`config.mk`:
```
export PLATFORM = sky130hd
export DESIGN_NAME = qlt_transmitter
export DESIGN_NICKNAME = d
export VERILOG_FILES = /design/src/qlt_pkg.sv /design/src/qlt_transmitter.sv
export SDC_FILE = /design/constraint.sdc
export NUM_CORES = 1
export LEC_CHECK = 0
export ABC_AREA = 0
export BUFFER_PORTS_ARGS = -buffer_cell sky130_fd_sc_hd__buf_2
export CORE_MARGIN = 1
export CORE_UTILIZATION = 40
export CTS_CLUSTER_SIZE = 40
export DETAILED_ROUTE_END_ITERATION = 10
export SETUP_SLACK_MARGIN = 0.02
export SLEW_MARGIN = 20
export SYNTH_ARGS = -nofsm -noshare
export SYNTH_HDL_FRONTEND = slang
export SYNTH_SLANG_ARGS = --single-unit
```
`constraint.sdc`:
```
create_clock -name clock -period 22.8 [get_ports clock]
set_input_delay 6.84 -clock clock [delete_from_list [all_inputs] [get_ports clock]]
set_output_delay 6.84 -clock clock [all_outputs]
set_load 0.05 [all_outputs]
```
`src/qlt_pkg.sv`:
```
// Constants, register map and carrier types for the quad converter serial link transmitter.
package qlt_pkg;

  // ------------------------------------------------------------------------
  // Register map
  // ------------------------------------------------------------------------
  localparam logic [13:0] ADDR_POWER_DOWN   = 14'h0015;
  localparam logic [13:0] ADDR_TEST_PATTERN = 14'h002a;
  localparam logic [13:0] ADDR_LINK_CONFIG  = 14'h0030;
  localparam logic [13:0] ADDR_FRAMES_PER_MF = 14'h0031;
  localparam logic [13:0] ADDR_DITHER_OFF   = 14'h0032;
  localparam logic [13:0] ADDR_DRIVE        = 14'h0033;
  localparam logic [13:0] ADDR_LINK_STATUS  = 14'h0034;

  localparam int PD_GLOBAL_BIT      = 0;
  localparam int PD_STANDBY_BIT     = 1;
  localparam int PD_PIN_STANDBY_BIT = 2;
  localparam int PATTERN_MSB        = 7;
  localparam int PATTERN_LSB        = 6;
  localparam int CHANNELS           = 4;

  localparam logic [7:0] POWER_DOWN_RESET   = 8'h00;
  localparam logic [7:0] TEST_PATTERN_RESET = 8'h00;
  localparam logic [7:0] LINK_CONFIG_RESET  = 8'h00;
  localparam logic [4:0] FRAMES_M1_RESET    = 5'h0f;
  localparam logic [3:0] DITHER_OFF_RESET   = 4'h0;
  localparam logic [3:0] DRIVE_RESET        = 4'h0;

  localparam logic [1:0] PATTERN_DATA    = 2'h0;
  localparam logic [1:0] PATTERN_CLOCK   = 2'h1;
  localparam logic [1:0] PATTERN_ENCODED = 2'h2;
  localparam logic [1:0] PATTERN_PRBS    = 2'h3;

  localparam logic [1:0] DIV_BY_1 = 2'h0;
  localparam logic [1:0] DIV_BY_2 = 2'h1;

  // ------------------------------------------------------------------------
  // Link symbols and sequencing
  // ------------------------------------------------------------------------
  localparam logic [7:0] K28_0        = 8'h1c;
  localparam logic [7:0] K28_3        = 8'h7c;
  localparam logic [7:0] K28_4        = 8'h9c;
  localparam logic [7:0] K28_5        = 8'hbc;
  localparam logic [7:0] CLOCK_OCTET  = 8'haa;
  localparam logic [1:0] ALIGN_LAST_MF = 2'h3;
  localparam logic [1:0] CONFIG_MF     = 2'h1;
  localparam logic [14:0] PRBS_SEED    = 15'h7fff;
  localparam logic [14:0] SCRAMBLE_SEED = 15'h0000;

  localparam logic [4:0] SERIAL_LAST_BIT = 5'h17;
  localparam logic [4:0] SERIAL_ADDR_END = 5'h0f;

  typedef enum {LINK_COMMA, LINK_WAIT_LMFC, LINK_ALIGN, LINK_DATA} qlt_link_state_type;

  typedef struct packed {
    logic       pad;
    logic       pad2;
    logic [1:0] div_sel;
    logic [1:0] subclass;
    logic       mode40;
    logic       scramble_en;
  } qlt_link_cfg_type;

  typedef struct packed {
    logic       is_k;
    logic [7:0] octet;
  } qlt_symbol_type;

endpackage : qlt_pkg

```
`src/qlt_transmitter.sv`:
```
// Register port, clock divider, transport, scrambler and 8b/10b link layer of the transmitter.
`timescale 1ns/10ps

module qlt_transmitter (
  input  wire logic                         clock,
  input  wire logic                         sys_rst,
  input  wire logic                         serial_enable_n,
  input  wire logic                         serial_clock,
  input  wire logic                         serial_data_in,
  output logic                              serial_data_out,
  output logic                              serial_data_out_oe,
  input  wire logic                         power_down_pin,
  input  wire logic                         sync_request,
  input  wire logic                         sysref,
  input  wire logic [qlt_pkg::CHANNELS-1:0][11:0] sample_in,
  output logic                              sample_tick,
  output logic                              frame_tick,
  output logic [qlt_pkg::CHANNELS-1:0][19:0] lane_code,
  output logic                              lane_code_valid,
  output logic                              global_power_down,
  output logic                              standby,
  output logic [qlt_pkg::CHANNELS-1:0]      channel_dither_off,
  output logic [3:0]                        lane_drive_current
);

  // ------------------------------------------------------------------------
  // Encoding helpers
  // ------------------------------------------------------------------------
  function automatic logic [10:0] encode_8b10b(input logic [7:0] d, input logic k,
                                               input logic rd);
    logic [5:0] six;
    logic [3:0] four;
    logic       rd_mid;
    six = 6'h00;
    four = 4'h0;
    case (d[4:0])
      5'd0: six = 6'b100111;  5'd1: six = 6'b011101;  5'd2: six = 6'b101101;
      5'd3: six = 6'b110001;  5'd4: six = 6'b110101;  5'd5: six = 6'b101001;
      5'd6: six = 6'b011001;  5'd7: six = 6'b111000;  5'd8: six = 6'b111001;
      5'd9: six = 6'b100101;  5'd10: six = 6'b010101; 5'd11: six = 6'b110100;
      5'd12: six = 6'b001101; 5'd13: six = 6'b101100; 5'd14: six = 6'b011100;
      5'd15: six = 6'b010111; 5'd16: six = 6'b011011; 5'd17: six = 6'b100011;
      5'd18: six = 6'b010011; 5'd19: six = 6'b110010; 5'd20: six = 6'b001011;
      5'd21: six = 6'b101010; 5'd22: six = 6'b011010; 5'd23: six = 6'b111010;
      5'd24: six = 6'b110011; 5'd25: six = 6'b100110; 5'd26: six = 6'b010110;
      5'd27: six = 6'b110110; 5'd28: six = 6'b001110; 5'd29: six = 6'b101110;
      5'd30: six = 6'b011110; default: six = 6'b101011;
    endcase
    if (k) six = 6'b001111;
    if (rd && ($countones(six) != 3 || six == 6'b111000)) six = ~six;
    rd_mid = rd ^ ($countones(six) != 3);
    case (d[7:5])
      3'd0: four = 4'b1011;  3'd1: four = 4'b1001;  3'd2: four = 4'b0101;
      3'd3: four = 4'b1100;  3'd4: four = 4'b1101;  3'd5: four = 4'b1010;
      3'd6: four = 4'b0110;  default: four = 4'b1110;
    endcase
    if (!k && d[7:5] == 3'd7 && ((!rd_mid && (d[4:0] == 5'd17 || d[4:0] == 5'd18 ||
        d[4:0] == 5'd20)) || (rd_mid && (d[4:0] == 5'd11 || d[4:0] == 5'd13 ||
        d[4:0] == 5'd14)))) four = 4'b0111;
    if (rd_mid && ($countones(four) != 2 || four == 4'b1100)) four = ~four;
    else if (k && !rd_mid && $countones(four) == 2 && four != 4'b1100) four = ~four;
    return {rd_mid ^ ($countones(four) != 2), six, four};
  endfunction : encode_8b10b

  // Self-synchronous scrambler 1 + x^14 + x^15, most significant bit first.
  function automatic logic [22:0] scramble(input logic [7:0] d, input logic [14:0] s);
    logic [14:0] st;
    logic [7:0]  o;
    st = s;
    o = 8'h00;
    for (int b = 7; b >= 0; b--) begin
      o[b] = d[b] ^ st[14] ^ st[13];
      st = {st[13:0], o[b]};
    end
    return {st, o};
  endfunction : scramble

  // PRBS 2^15-1, sixteen bit steps per frame.
  function automatic logic [30:0] prbs_frame(input logic [14:0] s);
    logic [14:0] st;
    logic [15:0] bits;
    st = s;
    bits = 16'h0000;
    for (int b = 15; b >= 0; b--) begin
      bits[b] = st[14] ^ st[13];
      st = {st[13:0], bits[b]};
    end
    return {st, bits};
  endfunction : prbs_frame

  // ------------------------------------------------------------------------
  // Pin synchronisers
  // ------------------------------------------------------------------------
  logic [5:0] pin_meta;
  logic [5:0] pin_sync;
  logic       sclk_last;
  logic       sync_last;
  logic       sysref_last;
  always_ff @(posedge clock) begin
    pin_meta <= {serial_enable_n, serial_clock, serial_data_in, power_down_pin,
                 sync_request, sysref};
    pin_sync <= pin_meta;
    sclk_last <= pin_sync[4];
    sync_last <= pin_sync[1];
    sysref_last <= pin_sync[0];
  end
  wire sen_n_s  = pin_sync[5];
  wire sclk_s   = pin_sync[4];
  wire sdata_s  = pin_sync[3];
  wire pdn_s    = pin_sync[2];
  wire sync_s   = pin_sync[1];
  wire sysref_s = pin_sync[0];

  // ------------------------------------------------------------------------
  // Serial register port
  // ------------------------------------------------------------------------
  logic [4:0]  bit_count;
  logic [22:0] shift_in;
  logic [7:0]  read_shift;
  logic        reg_power_down_7;
  logic [7:0]  power_down_control;
  logic [7:0]  link_test_pattern_select;
  qlt_pkg::qlt_link_cfg_type link_config;
  logic [4:0]  frames_m1;
  logic [3:0]  dither_off;
  logic [3:0]  drive;
  qlt_pkg::qlt_link_state_type state;
  wire  [23:0] word  = {shift_in, sdata_s};
  wire         sclk_rise = sclk_s && !sclk_last && !sen_n_s;
  wire         sclk_fall = !sclk_s && sclk_last && !sen_n_s;
  wire         write_en  = sclk_rise && bit_count == qlt_pkg::SERIAL_LAST_BIT &&
                           !word[23] && word[22];
  wire         read_go   = sclk_rise && bit_count == qlt_pkg::SERIAL_ADDR_END &&
                           word[15] && word[14];
  wire  [13:0] read_addr = word[13:0];
  logic [7:0]  read_word;

  always_comb begin
    case (read_addr)
      qlt_pkg::ADDR_POWER_DOWN:    read_word = power_down_control;
      qlt_pkg::ADDR_TEST_PATTERN:  read_word = link_test_pattern_select;
      qlt_pkg::ADDR_LINK_CONFIG:   read_word = link_config;
      qlt_pkg::ADDR_FRAMES_PER_MF: read_word = {3'h0, frames_m1};
      qlt_pkg::ADDR_DITHER_OFF:    read_word = {4'h0, dither_off};
      qlt_pkg::ADDR_DRIVE:         read_word = {4'h0, drive};
      qlt_pkg::ADDR_LINK_STATUS:   read_word = {5'h00, sync_s, 2'(state)};
      default:                     read_word = 8'h00;
    endcase
  end

  // Words beyond a whole multiple of 24 bits are dropped when enable rises.
  always_ff @(posedge clock) begin
    if (sys_rst || sen_n_s) begin
      bit_count <= 5'h00;
      shift_in  <= 23'h000000;
    end else if (sclk_rise) begin
      shift_in  <= word[22:0];
      bit_count <= (bit_count == qlt_pkg::SERIAL_LAST_BIT) ? 5'h00 : bit_count + 5'h01;
    end
  end

  // Read data leaves on falling clock edges so the controller samples on rising ones.
  always_ff @(posedge clock) begin
    if (sys_rst || sen_n_s) begin
      serial_data_out_oe <= 1'b0;
      serial_data_out    <= 1'b0;
      read_shift         <= 8'h00;
    end else if (read_go) begin
      serial_data_out_oe <= 1'b1;
      read_shift         <= read_word;
    end else if (sclk_fall && serial_data_out_oe) begin
      serial_data_out <= read_shift[7];
      read_shift      <= {read_shift[6:0], 1'b0};
    end
  end

  always_ff @(posedge clock) begin
    if (sys_rst) begin
      power_down_control       <= qlt_pkg::POWER_DOWN_RESET;
      link_test_pattern_select <= qlt_pkg::TEST_PATTERN_RESET;
      link_config              <= qlt_pkg::LINK_CONFIG_RESET;
      frames_m1                <= qlt_pkg::FRAMES_M1_RESET;
      dither_off               <= qlt_pkg::DITHER_OFF_RESET;
      drive                    <= qlt_pkg::DRIVE_RESET;
    end else if (write_en) begin
      case (word[21:8])
        qlt_pkg::ADDR_POWER_DOWN:    power_down_control <= word[7:0];
        qlt_pkg::ADDR_TEST_PATTERN:  link_test_pattern_select <= word[7:0];
        qlt_pkg::ADDR_LINK_CONFIG:   link_config <= word[7:0];
        qlt_pkg::ADDR_FRAMES_PER_MF: frames_m1 <= word[4:0];
        qlt_pkg::ADDR_DITHER_OFF:    dither_off <= word[3:0];
        qlt_pkg::ADDR_DRIVE:         drive <= word[3:0];
        default: ;
      endcase
    end
  end

  // ------------------------------------------------------------------------
  // Power, dither and drive controls
  // ------------------------------------------------------------------------
  wire pin_is_standby = power_down_control[qlt_pkg::PD_PIN_STANDBY_BIT];
  always_ff @(posedge clock) begin
    if (sys_rst) begin
      global_power_down <= 1'b0;
      standby           <= 1'b0;
    end else begin
      global_power_down <= power_down_control[qlt_pkg::PD_GLOBAL_BIT] ||
                           (pdn_s && !pin_is_standby);
      standby           <= power_down_control[qlt_pkg::PD_STANDBY_BIT] ||
                           (pdn_s && pin_is_standby);
    end
  end
  // Drive code n gives 5 mA plus n mA; codes above 15 do not exist, so 20 mA is the top.
  assign channel_dither_off = dither_off;
  assign lane_drive_current = drive;

  // ------------------------------------------------------------------------
  // Clock divider and frame timing
  // ------------------------------------------------------------------------
  logic [1:0] div_count;
  logic       half;
  wire div_end = (link_config.div_sel == qlt_pkg::DIV_BY_1) ||
                 (link_config.div_sel == qlt_pkg::DIV_BY_2 && div_count[0]) ||
                 (div_count == 2'h3);
  always_ff @(posedge clock) begin
    if (sys_rst || div_end) div_count <= 2'h0;
    else div_count <= div_count + 2'h1;
  end
  always_ff @(posedge clock) begin
    if (sys_rst) half <= 1'b0;
    else if (div_end) half <= link_config.mode40 && !half;
  end
  // In 40x mode a sample slot spans two frames: with the data pattern selected the second carries all zeros.
  wire sample_phase = !link_config.mode40 || !half;
  assign frame_tick  = div_end;
  assign sample_tick = div_end && sample_phase;

  // ------------------------------------------------------------------------
  // Multiframe clock and link sequencing
  // ------------------------------------------------------------------------
  logic [4:0] frame_idx;
  logic [1:0] mf_idx;
  wire lmfc_end = frame_tick && frame_idx == frames_m1;
  wire realign  = (link_config.subclass == 2'h1 && sysref_s && !sysref_last) ||
                  (link_config.subclass == 2'h2 && sync_s && !sync_last);
  always_ff @(posedge clock) begin
    if (sys_rst || realign) frame_idx <= 5'h00;
    else if (lmfc_end) frame_idx <= 5'h00;
    else if (frame_tick) frame_idx <= frame_idx + 5'h01;
  end

  always_ff @(posedge clock) begin
    if (sys_rst) begin
      state  <= qlt_pkg::LINK_COMMA;
      mf_idx <= 2'h0;
    end else if (sync_s) begin
      state  <= qlt_pkg::LINK_COMMA;
      mf_idx <= 2'h0;
    end else begin
      case (state)
        qlt_pkg::LINK_COMMA: state <= qlt_pkg::LINK_WAIT_LMFC;
        qlt_pkg::LINK_WAIT_LMFC: if (lmfc_end) state <= qlt_pkg::LINK_ALIGN;
        qlt_pkg::LINK_ALIGN: begin
          if (lmfc_end) begin
            mf_idx <= mf_idx + 2'h1;
            if (mf_idx == qlt_pkg::ALIGN_LAST_MF) state <= qlt_pkg::LINK_DATA;
          end
        end
        qlt_pkg::LINK_DATA: state <= qlt_pkg::LINK_DATA;
        default: state <= qlt_pkg::LINK_COMMA;
      endcase
    end
  end

  // ------------------------------------------------------------------------
  // Shared test pattern sources
  // ------------------------------------------------------------------------
  logic [14:0] prbs_state;
  logic [7:0]  ramp;
  wire  [30:0] prbs_out = prbs_frame(prbs_state);
  always_ff @(posedge clock) begin
    if (sys_rst) begin
      prbs_state <= qlt_pkg::PRBS_SEED;
      ramp       <= 8'h00;
    end else if (frame_tick) begin
      prbs_state <= prbs_out[30:16];
      ramp       <= ramp + 8'h02;
    end
  end

  // ------------------------------------------------------------------------
  // Per-lane transport, scrambler and encoder
  // ------------------------------------------------------------------------
  wire [1:0] pattern = link_test_pattern_select[qlt_pkg::PATTERN_MSB:qlt_pkg::PATTERN_LSB];
  wire       cfg_frame = mf_idx == qlt_pkg::CONFIG_MF && frame_idx == 5'h01;
  always_ff @(posedge clock) begin
    if (sys_rst) lane_code_valid <= 1'b0;
    else lane_code_valid <= frame_tick && !global_power_down;
  end

  for (genvar ch = 0; ch < qlt_pkg::CHANNELS; ch++) begin : g_lane
    logic [15:0]  payload;
    logic [14:0]  scr_state;
    logic         rd;
    qlt_pkg::qlt_symbol_type sym0;
    qlt_pkg::qlt_symbol_type sym1;
    logic [22:0]  scr0;
    logic [22:0]  scr1;
    logic [10:0]  enc0;
    logic [10:0]  enc1;

    always_comb begin
      case (pattern)
        qlt_pkg::PATTERN_CLOCK:   payload = {qlt_pkg::CLOCK_OCTET, qlt_pkg::CLOCK_OCTET};
        qlt_pkg::PATTERN_ENCODED: payload = {ramp, ramp + 8'h01};
        qlt_pkg::PATTERN_PRBS:    payload = prbs_out[15:0];
        default: payload = sample_phase ? {sample_in[ch], 4'h0} : 16'h0000;
      endcase
      scr0 = scramble(payload[15:8], scr_state);
      scr1 = scramble(payload[7:0], scr0[22:8]);
      case (state)
        qlt_pkg::LINK_DATA: begin
          sym0 = {1'b0, link_config.scramble_en ? scr0[7:0] : payload[15:8]};
          sym1 = {1'b0, link_config.scramble_en ? scr1[7:0] : payload[7:0]};
        end
        qlt_pkg::LINK_ALIGN: begin
          sym0 = (frame_idx == 5'h00) ? {1'b1, qlt_pkg::K28_0} :
                 cfg_frame ? {1'b1, qlt_pkg::K28_4} : {1'b0, 3'h0, frame_idx};
          sym1 = (frame_idx == frames_m1) ? {1'b1, qlt_pkg::K28_3} :
                 cfg_frame ? {1'b0, 3'h0, frames_m1} : {1'b0, 3'h0, frame_idx};
        end
        default: begin
          sym0 = {1'b1, qlt_pkg::K28_5};
          sym1 = {1'b1, qlt_pkg::K28_5};
        end
      endcase
      enc0 = encode_8b10b(sym0.octet, sym0.is_k, rd);
      enc1 = encode_8b10b(sym1.octet, sym1.is_k, enc0[10]);
    end

    always_ff @(posedge clock) begin
      if (sys_rst) begin
        rd            <= 1'b0;
        scr_state     <= qlt_pkg::SCRAMBLE_SEED;
        lane_code[ch] <= 20'h00000;
      end else if (global_power_down) begin
        lane_code[ch] <= 20'h00000;
      end else if (frame_tick) begin
        rd            <= enc1[10];
        lane_code[ch] <= {enc0[9:0], enc1[9:0]};
        if (state == qlt_pkg::LINK_DATA && link_config.scramble_en) scr_state <= scr1[22:8];
      end
    end
  end

  // ------------------------------------------------------------------------
  // Checks
  // ------------------------------------------------------------------------
  logic [7:0] align_frames;
  always_ff @(posedge clock) begin
    if (sys_rst || state != qlt_pkg::LINK_ALIGN) align_frames <= 8'h00;
    else if (frame_tick) align_frames <= align_frames + 8'h01;
  end

  // The state answers a request one clock late, so its first frame is not yet a comma.
  property p_comma_while_sync;
    @(posedge clock) disable iff (sys_rst)
      sync_s && $past(sync_s) && frame_tick && !global_power_down |=>
        lane_code[0][19:10] inside {10'b0011111010, 10'b1100000101};
  endproperty
  a_comma_while_sync: assert property (p_comma_while_sync) else $error("comma missing");

  property p_sync_to_comma;
    @(posedge clock) disable iff (sys_rst) sync_s |=> state == qlt_pkg::LINK_COMMA;
  endproperty
  a_sync_to_comma: assert property (p_sync_to_comma) else $error("sync ignored");

  property p_wait_boundary;
    @(posedge clock) disable iff (sys_rst)
      state == qlt_pkg::LINK_WAIT_LMFC && !lmfc_end |=> state != qlt_pkg::LINK_ALIGN;
  endproperty
  a_wait_boundary: assert property (p_wait_boundary) else $error("early align");

  property p_align_length;
    @(posedge clock) disable iff (sys_rst)
      state == qlt_pkg::LINK_ALIGN ##1 state == qlt_pkg::LINK_DATA |->
        $past(align_frames) == 8'(4 * (frames_m1 + 5'h01) - 1);
  endproperty
  a_align_length: assert property (p_align_length) else $error("align length wrong");

  property p_div4;
    @(posedge clock) disable iff (sys_rst)
      frame_tick && link_config.div_sel == 2'h2 && !$changed(link_config) |=>
        !frame_tick [*3] ##1 frame_tick;
  endproperty
  a_div4: assert property (p_div4) else $error("divide by four spacing");

  property p_pin_global;
    @(posedge clock) disable iff (sys_rst)
      pdn_s && !pin_is_standby |=> global_power_down && (standby == $past(
        power_down_control[qlt_pkg::PD_STANDBY_BIT]));
  endproperty
  a_pin_global: assert property (p_pin_global) else $error("pin mode wrong");

  property p_dither_write;
    @(posedge clock) disable iff (sys_rst)
      write_en && word[21:8] == qlt_pkg::ADDR_DITHER_OFF |=> channel_dither_off == $past(word[3:0]);
  endproperty
  a_dither_write: assert property (p_dither_write) else $error("dither bits lost");

  property p_clock_pattern;
    @(posedge clock) disable iff (sys_rst)
      state == qlt_pkg::LINK_DATA && frame_tick && !sync_s && !global_power_down &&
      pattern == qlt_pkg::PATTERN_CLOCK && !link_config.scramble_en |=>
        lane_code[0] == {2{10'b0101011010}};
  endproperty
  a_clock_pattern: assert property (p_clock_pattern) else $error("clock pattern wrong");

  property p_ila_start;
    @(posedge clock) disable iff (sys_rst)
      state == qlt_pkg::LINK_ALIGN && frame_idx == 5'h00 && frame_tick &&
      !global_power_down |=>
        lane_code[0][19:10] inside {10'b0011110100, 10'b1100001011};
  endproperty
  a_ila_start: assert property (p_ila_start) else $error("frame start missing");

  // Only checked at the default multiframe length, where the boundary is 16 frames away.
  property p_sysref_align;
    @(posedge clock) disable iff (sys_rst)
      realign && link_config.div_sel == qlt_pkg::DIV_BY_1 &&
      frames_m1 == qlt_pkg::FRAMES_M1_RESET |-> ##16 lmfc_end;
  endproperty
  a_sysref_align: assert property (p_sysref_align) else $error("multiframe late");

endmodule : qlt_transmitter

```
==> flow_summary.ini, run 1 <==
[status]
run_status = finished clean

[global_route]
grt_pass1_vias = 22199
grt_overflow = 0
antenna_found_initial = 1
grt_max_degree = 100
grt_pass1_wl_mm = 122
grt_usage_pct = 27.0

[detailed_routing]
postRouteAntennaNets = 0
via_per_inst = 5.75
vias = 23208
drc = 0
drt_first_pass_iters = 6
wl_mm = 80.3
drt_iter0_markers = 1777
avgRoutedWirePerCell_um = 19.9

[cells_and_area]
final_core_util_pct = 50.9
n_fill_cell = 5342
final_layout_size_suffix_gt1_share_pct = 24.7
layout_commonest_cell = nand2_1
multi_input_area_mm2 = 0.0173
seqCellArea_mm2 = 0.00543
antennaDiodeCount = 0
area_delta_synth_final_pct = 25.8
fin_area_mm2 = 0.0287
nNetsFinal = 3527
final_cell_mix = nand2_1 (338), buf_4 (330), nor2_1 (270), dfxtp_1 (270), a21oi_1 (186)

[clock_tree]
clk_latency_ps = 570
clk_transition_reported_paths_ps = 60
clockRootBuffer = clkbuf_16
ctsHoldBuffers = 0
cts_buffers = 35
cts.sinks = 271
clock_path_buffers = 3
h-tree-depth = 2
cts_tree = done

[placement]
place_congestion = 0.982
place_area_mm2 = 0.0261
io_buffers = 150
dp_hpwl_mm = 60.4
pre_cts_slack_ps = -1420

[floorplan]
coreArea_mm2 = 0.0563
start_util_pct = 40.5
num_rows = 87
die_area_mm2 = 0.0579
die-height_um = 241
die_w_um = 241
ioPinCount = 151

[synth]
synth_top_family_by_area = compound AO/OA/AOI/OAI gates
synth-xor-area-share_pct = 9.85
ys_async_sr_fraction_pct = 0
avgSynthCellArea_um2 = 7.85
synth_mux_area_share_pct = 3.97
ys_ff_latch = 271
synthSimpleGateAreaFrac_pct = 21.1
ys_seq_area_share_pct = 23.8
synth_compound_area_share_pct = 22.8
syn_area_mm2 = 0.0228
synthAdderAreaFrac_pct = 13.3
ys_warn_count = 0
netlist-cell-type-count = 100
syn_nets = 3168
ys.flop_type = dfxtp_1
synthCells = 2901
synth_edf_count = 0

[setup_path]
cp.arrival_ps = 23030
timing.rr.end = g_lane[0].rd$_SDFFE_PP0P_
cp-start-kind = input pin
critical_path.endpoint_type = flop
cp_max_fo = 4
crit_slowest_cell = fa_1
critPathMaxStageDelay_ps = 520
reg2reg_from = link_test_pattern_select[7]$_SDFFE_PP0P_
crit_required_ps = 23290
r2r_cells = 82
rrSetupSlack_ps = 4860
path_class = input pin to flop
crit_top_cell = buf_4

[timing]
finClkSkew_ps = 25.0
relSlewSlack_pct = 26.9
setup_violations = 0
hold_viol_final = 0
min_period_ps = 22540
max_freq_mhz = 44.4
setup_ws_ps = 260
max_slew.worst_pin.slew_ps = 1100
fin_crit_sh_pct = 98.9
report.final.slew_viol_count = 0
grt_setup_unrepaired = true

[run]
maxCapViolCount = 0

[worst_hold_path]
hold_start = pin_meta[0]$_DFF_P_
holdPathEnd = pin_sync[0]$_DFF_P_
holdCritPathClass = flop to flop
min_path_cells = 0
[through the flow]
step                instances  hold slack, ps  TNS, ps
finish                   4039             325        0
global route             4039             332    -1240
CTS                      4004             328    -31.3
detailed placement       3917             315    -6970
global placement         3917             312    -3700
floorplan                2901             310    -30.6
[cell usage after synthesis (19+ instances only)]
master / count / area [um2]
dfxtp_1: 271 / 5430
a211oi_1: 65 / 488
nand2_1: 344 / 1290
ha_1: 163 / 2040
a21o_1: 20 / 150
o211ai_1: 19 / 143
mux2i_1: 69 / 691
nand3_1: 102 / 510
and3_1: 41 / 257
mux2_2: 19 / 214
or3_1: 29 / 181
a21oi_1: 200 / 1000
o21ai_0: 111 / 556
nand2b_1: 31 / 194
xnor2_1: 100 / 876
buf_2: 25 / 125
clkbuf_1: 121 / 454
nor3_1: 69 / 345
inv_1: 133 / 499
a31oi_1: 31 / 194
nor2_1: 281 / 1050
and2_1: 28 / 175
fa_1: 48 / 961
xor2_1: 138 / 1210
[how the worst max path moves through the flow]
stage | from | to | slack (ps) | cells past startpoint
final | sample_in[28] | g_lane[2].rd$_SDFFE_PP0P_ | 260 | 89
after global routing | sample_in[28] | g_lane[2].rd$_SDFFE_PP0P_ | -400 | 79
after CTS | sample_in[28] | g_lane[2].rd$_SDFFE_PP0P_ | -30 | 81
after detailed placement | sample_in[28] | g_lane[2].rd$_SDFFE_PP0P_ | -1420 | 80
after global placement | sample_in[28] | g_lane[2].rd$_SDFFE_PP0P_ | -1140 | 80
after floorplan | sample_in[4] | g_lane[0].rd$_SDFFE_PP0P_ | -30 | 80
[per-layer routing]
metal  vias up  GRT usage (%)  wire length (um)
li1      11038              -                 -
met1     11233           31.8             31900
met2       758           47.7             40100
met3       179           3.26              4200
met4         0           14.1              4150
met5         -              0                 0
[area by class of cell]
type	instances	area share, %
clock buffers	46	3.38
clock inverters	14	0.677
inverters	134	1.77
multi-input cells	2333	60.4
flip-flops and latches	271	18.9
well taps	756	3.30
repair buffers	485	11.5
[logic make-up (layout without fill, tap and decap cells)]
kind of cell	Yosys count	in the layout
xor gates and xnor gates	245	245
DFF	271	271
and+or+nand+nor	1036	1036
muxes	88	88
adders and majority gates	214	214
AOI/OAI and AO/OA	750	750
buffers and inverters	297	679
[timing repair]
action / CTS / global route
hold endpoints to repair: 0 / 0
gates resized for setup: 51 / 169
pin swaps: 27 / 128
buffers inserted: 27 / 36
endpoints found under the setup margin: 5 / 14
[registers in the layout, summed over array words and instances, names as in the netlist, 7 cells and up]
| register | flops |
|---|---|
| lane_code | 80 |
| g_lane.scr_state | 60 |
| shift_in | 23 |
| prbs_state | 15 |
| link_config | 8 |
| link_test_pattern_select | 8 |
| power_down_control | 8 |
| read_shift | 8 |
| ramp | 7 |
[worst max-delay path, delay by kind of cell]
family / cells / cell delay (ps)
buffers and inverters: 29 / 3040
AOI/OAI and AO/OA: 19 / 3180
adders and majority gates: 19 / 5770
xor gates and xnor gates: 7 / 1420
and+or+nand+nor: 15 / 2750
Power of run 1 is not shown: default switching activity piles up to over one toggle a cycle in this logic, so the estimate is an artifact.
==> inputs of run 2 (changes only) <==
- CORE_MARGIN: 1 -> default
- PLACE_DENSITY: default -> 0.69
==> flow_summary.ini, run 2 (synthesis gave the netlist of run 1 again) <==
[timing]
fin_setup_tns_ps = 0
fin_crit_sh_pct = 98.2
finClkSkew_ps = 20.0
setup_violations = 0
relSlewSlack_pct = 30.1
hold_viol_final = 0
min_period_ps = 22380
max_freq_mhz = 44.7
max_slew.worst_pin.slew_ps = 1050
report.final.slew_viol_count = 0
hold_ws_ps = 327
grt_setup_unrepaired = true

[floorplan]
num_rows = 87
die-height_um = 241
coreArea_mm2 = 0.0563
ioPinCount = 151
die_w_um = 241
start_util_pct = 40.5
die_area_mm2 = 0.0579

[clock_tree]
clk_transition_reported_paths_ps = 70
ctsHoldBuffers = 0
h-tree-depth = 1
cts.sinks = 271
clockRootBuffer = clkbuf_16
clock_path_buffers = 3
cts_buffers = 31
cts_tree = done
clk_latency_ps = 620

[setup_path]
cp.arrival_ps = 22940
r2r_cells = 77
rrSetupSlack_ps = 4910
path_class = input pin to flop
cp_max_fo = 4
critPathMaxStageDelay_ps = 560
timing.rr.end = g_lane[2].rd$_SDFFE_PP0P_
crit_required_ps = 23350
reg2reg_from = link_test_pattern_select[7]$_SDFFE_PP0P_
critical_path.endpoint_type = flop
cp-start-kind = input pin
crit_slowest_cell = fa_1

[detailed_routing]
drc = 0
postRouteAntennaNets = 0
vias = 22840
via_per_inst = 5.71
wl_mm = 75.3
avgRoutedWirePerCell_um = 18.8
drt_first_pass_iters = 6
drt_iter0_markers = 2047

[global_route]
grt_usage_pct = 24.9
grt_overflow = 0
grt_max_degree = 95
grt_pass1_wl_mm = 114
grt_pass1_vias = 20786
antenna_found_initial = 1

[status]
run_status = finished clean

[cells_and_area]
layout_commonest_cell = nand2_1
largest_reg_flops = 80
area_delta_synth_final_pct = 24.1
nNetsFinal = 3482
final_layout_size_suffix_gt1_share_pct = 23.7
finalNonFillerCells = 3997
top_regs = lane_code x80, g_lane.scr_state x60, shift_in x23
final_cell_mix = nand2_1 (337), buf_4 (291), nor2_1 (270), dfxtp_1 (270), a21oi_1 (185)
regMostFlops = lane_code
fin_area_mm2 = 0.0283

[run]
maxCapViolCount = 0

[worst_hold_path]
holdPathEnd = pin_sync[4]$_DFF_P_
hold_start = pin_meta[4]$_DFF_P_
min_path_cells = 0
holdCritPathClass = flop to flop

[placement]
place_congestion = 0.993
io_buffers = 150
place_area_mm2 = 0.0260
dp_hpwl_mm = 56.2
dp_cells = 3903
==> run 2: through the flow <==
step | setup slack (ps) | util, %
after floorplan | -30.6 | -
after global placement | -894 | 46.1
after detailed placement | -1070 | 46.1
after CTS | 34.0 | 48.2
after global routing | -317 | 50.2
final | 418 | 50.2
==> run 2: layer usage <==
metal | routed length [um] | track usage, %
met1 | 31600 | 31.9
met2 | 35900 | 42.7
met3 | 4830 | 3.11
met4 | 3000 | 9.19
met5 | 0 | 0
==> run 2: area by class of cell <==
class | count | area, um2
fillers | 5351 | 28000
multi-input cells | 2333 | 17300
flip-flops and latches | 271 | 5430
repair buffers | 444 | 2990
well taps | 756 | 946
clock buffers | 33 | 803
inverters | 134 | 505
clock inverters | 25 | 323
diodes | 1 | 2.50
==> run 2: how the worst max path moves through the flow <==
| stage | start | end | cells past startpoint |
|---|---|---|---|
| 2_1_floorplan | sample_in[4] | g_lane[0].rd$_SDFFE_PP0P_ | 80 |
| 3_3_place_gp | sample_in[28] | g_lane[2].rd$_SDFFE_PP0P_ | 79 |
| 3_5_place_dp | sample_in[28] | g_lane[2].rd$_SDFFE_PP0P_ | 79 |
| 4_1_cts | sample_in[28] | g_lane[2].rd$_SDFFE_PP0P_ | 79 |
| 5_1_grt | sample_in[19] | g_lane[1].rd$_SDFFE_PP0P_ | 79 |
| 6_report | sample_in[29] | g_lane[2].rd$_SDFFE_PP0P_ | 76 |
==> run 2: repair_timing <==
| item | in CTS | in global routing |
|---|---|---|
| endpoints found under the setup margin | 3 | 15 |
| resized for setup | 11 | 194 |
| gates cloned | 0 | 0 |
| setup buffers | 1 | 37 |
| pin swaps | 2 | 116 |
==> run 2: worst max-delay path, delay by kind of cell <==
kind / cells / cell delay [ps]
fa+ha+maj: 25 / 8110
xor+xnor: 6 / 1380
buf+inv: 15 / 1060
compound gates: 15 / 2520
simple gates: 15 / 2980
Power of run 2 is left out for the same reason.
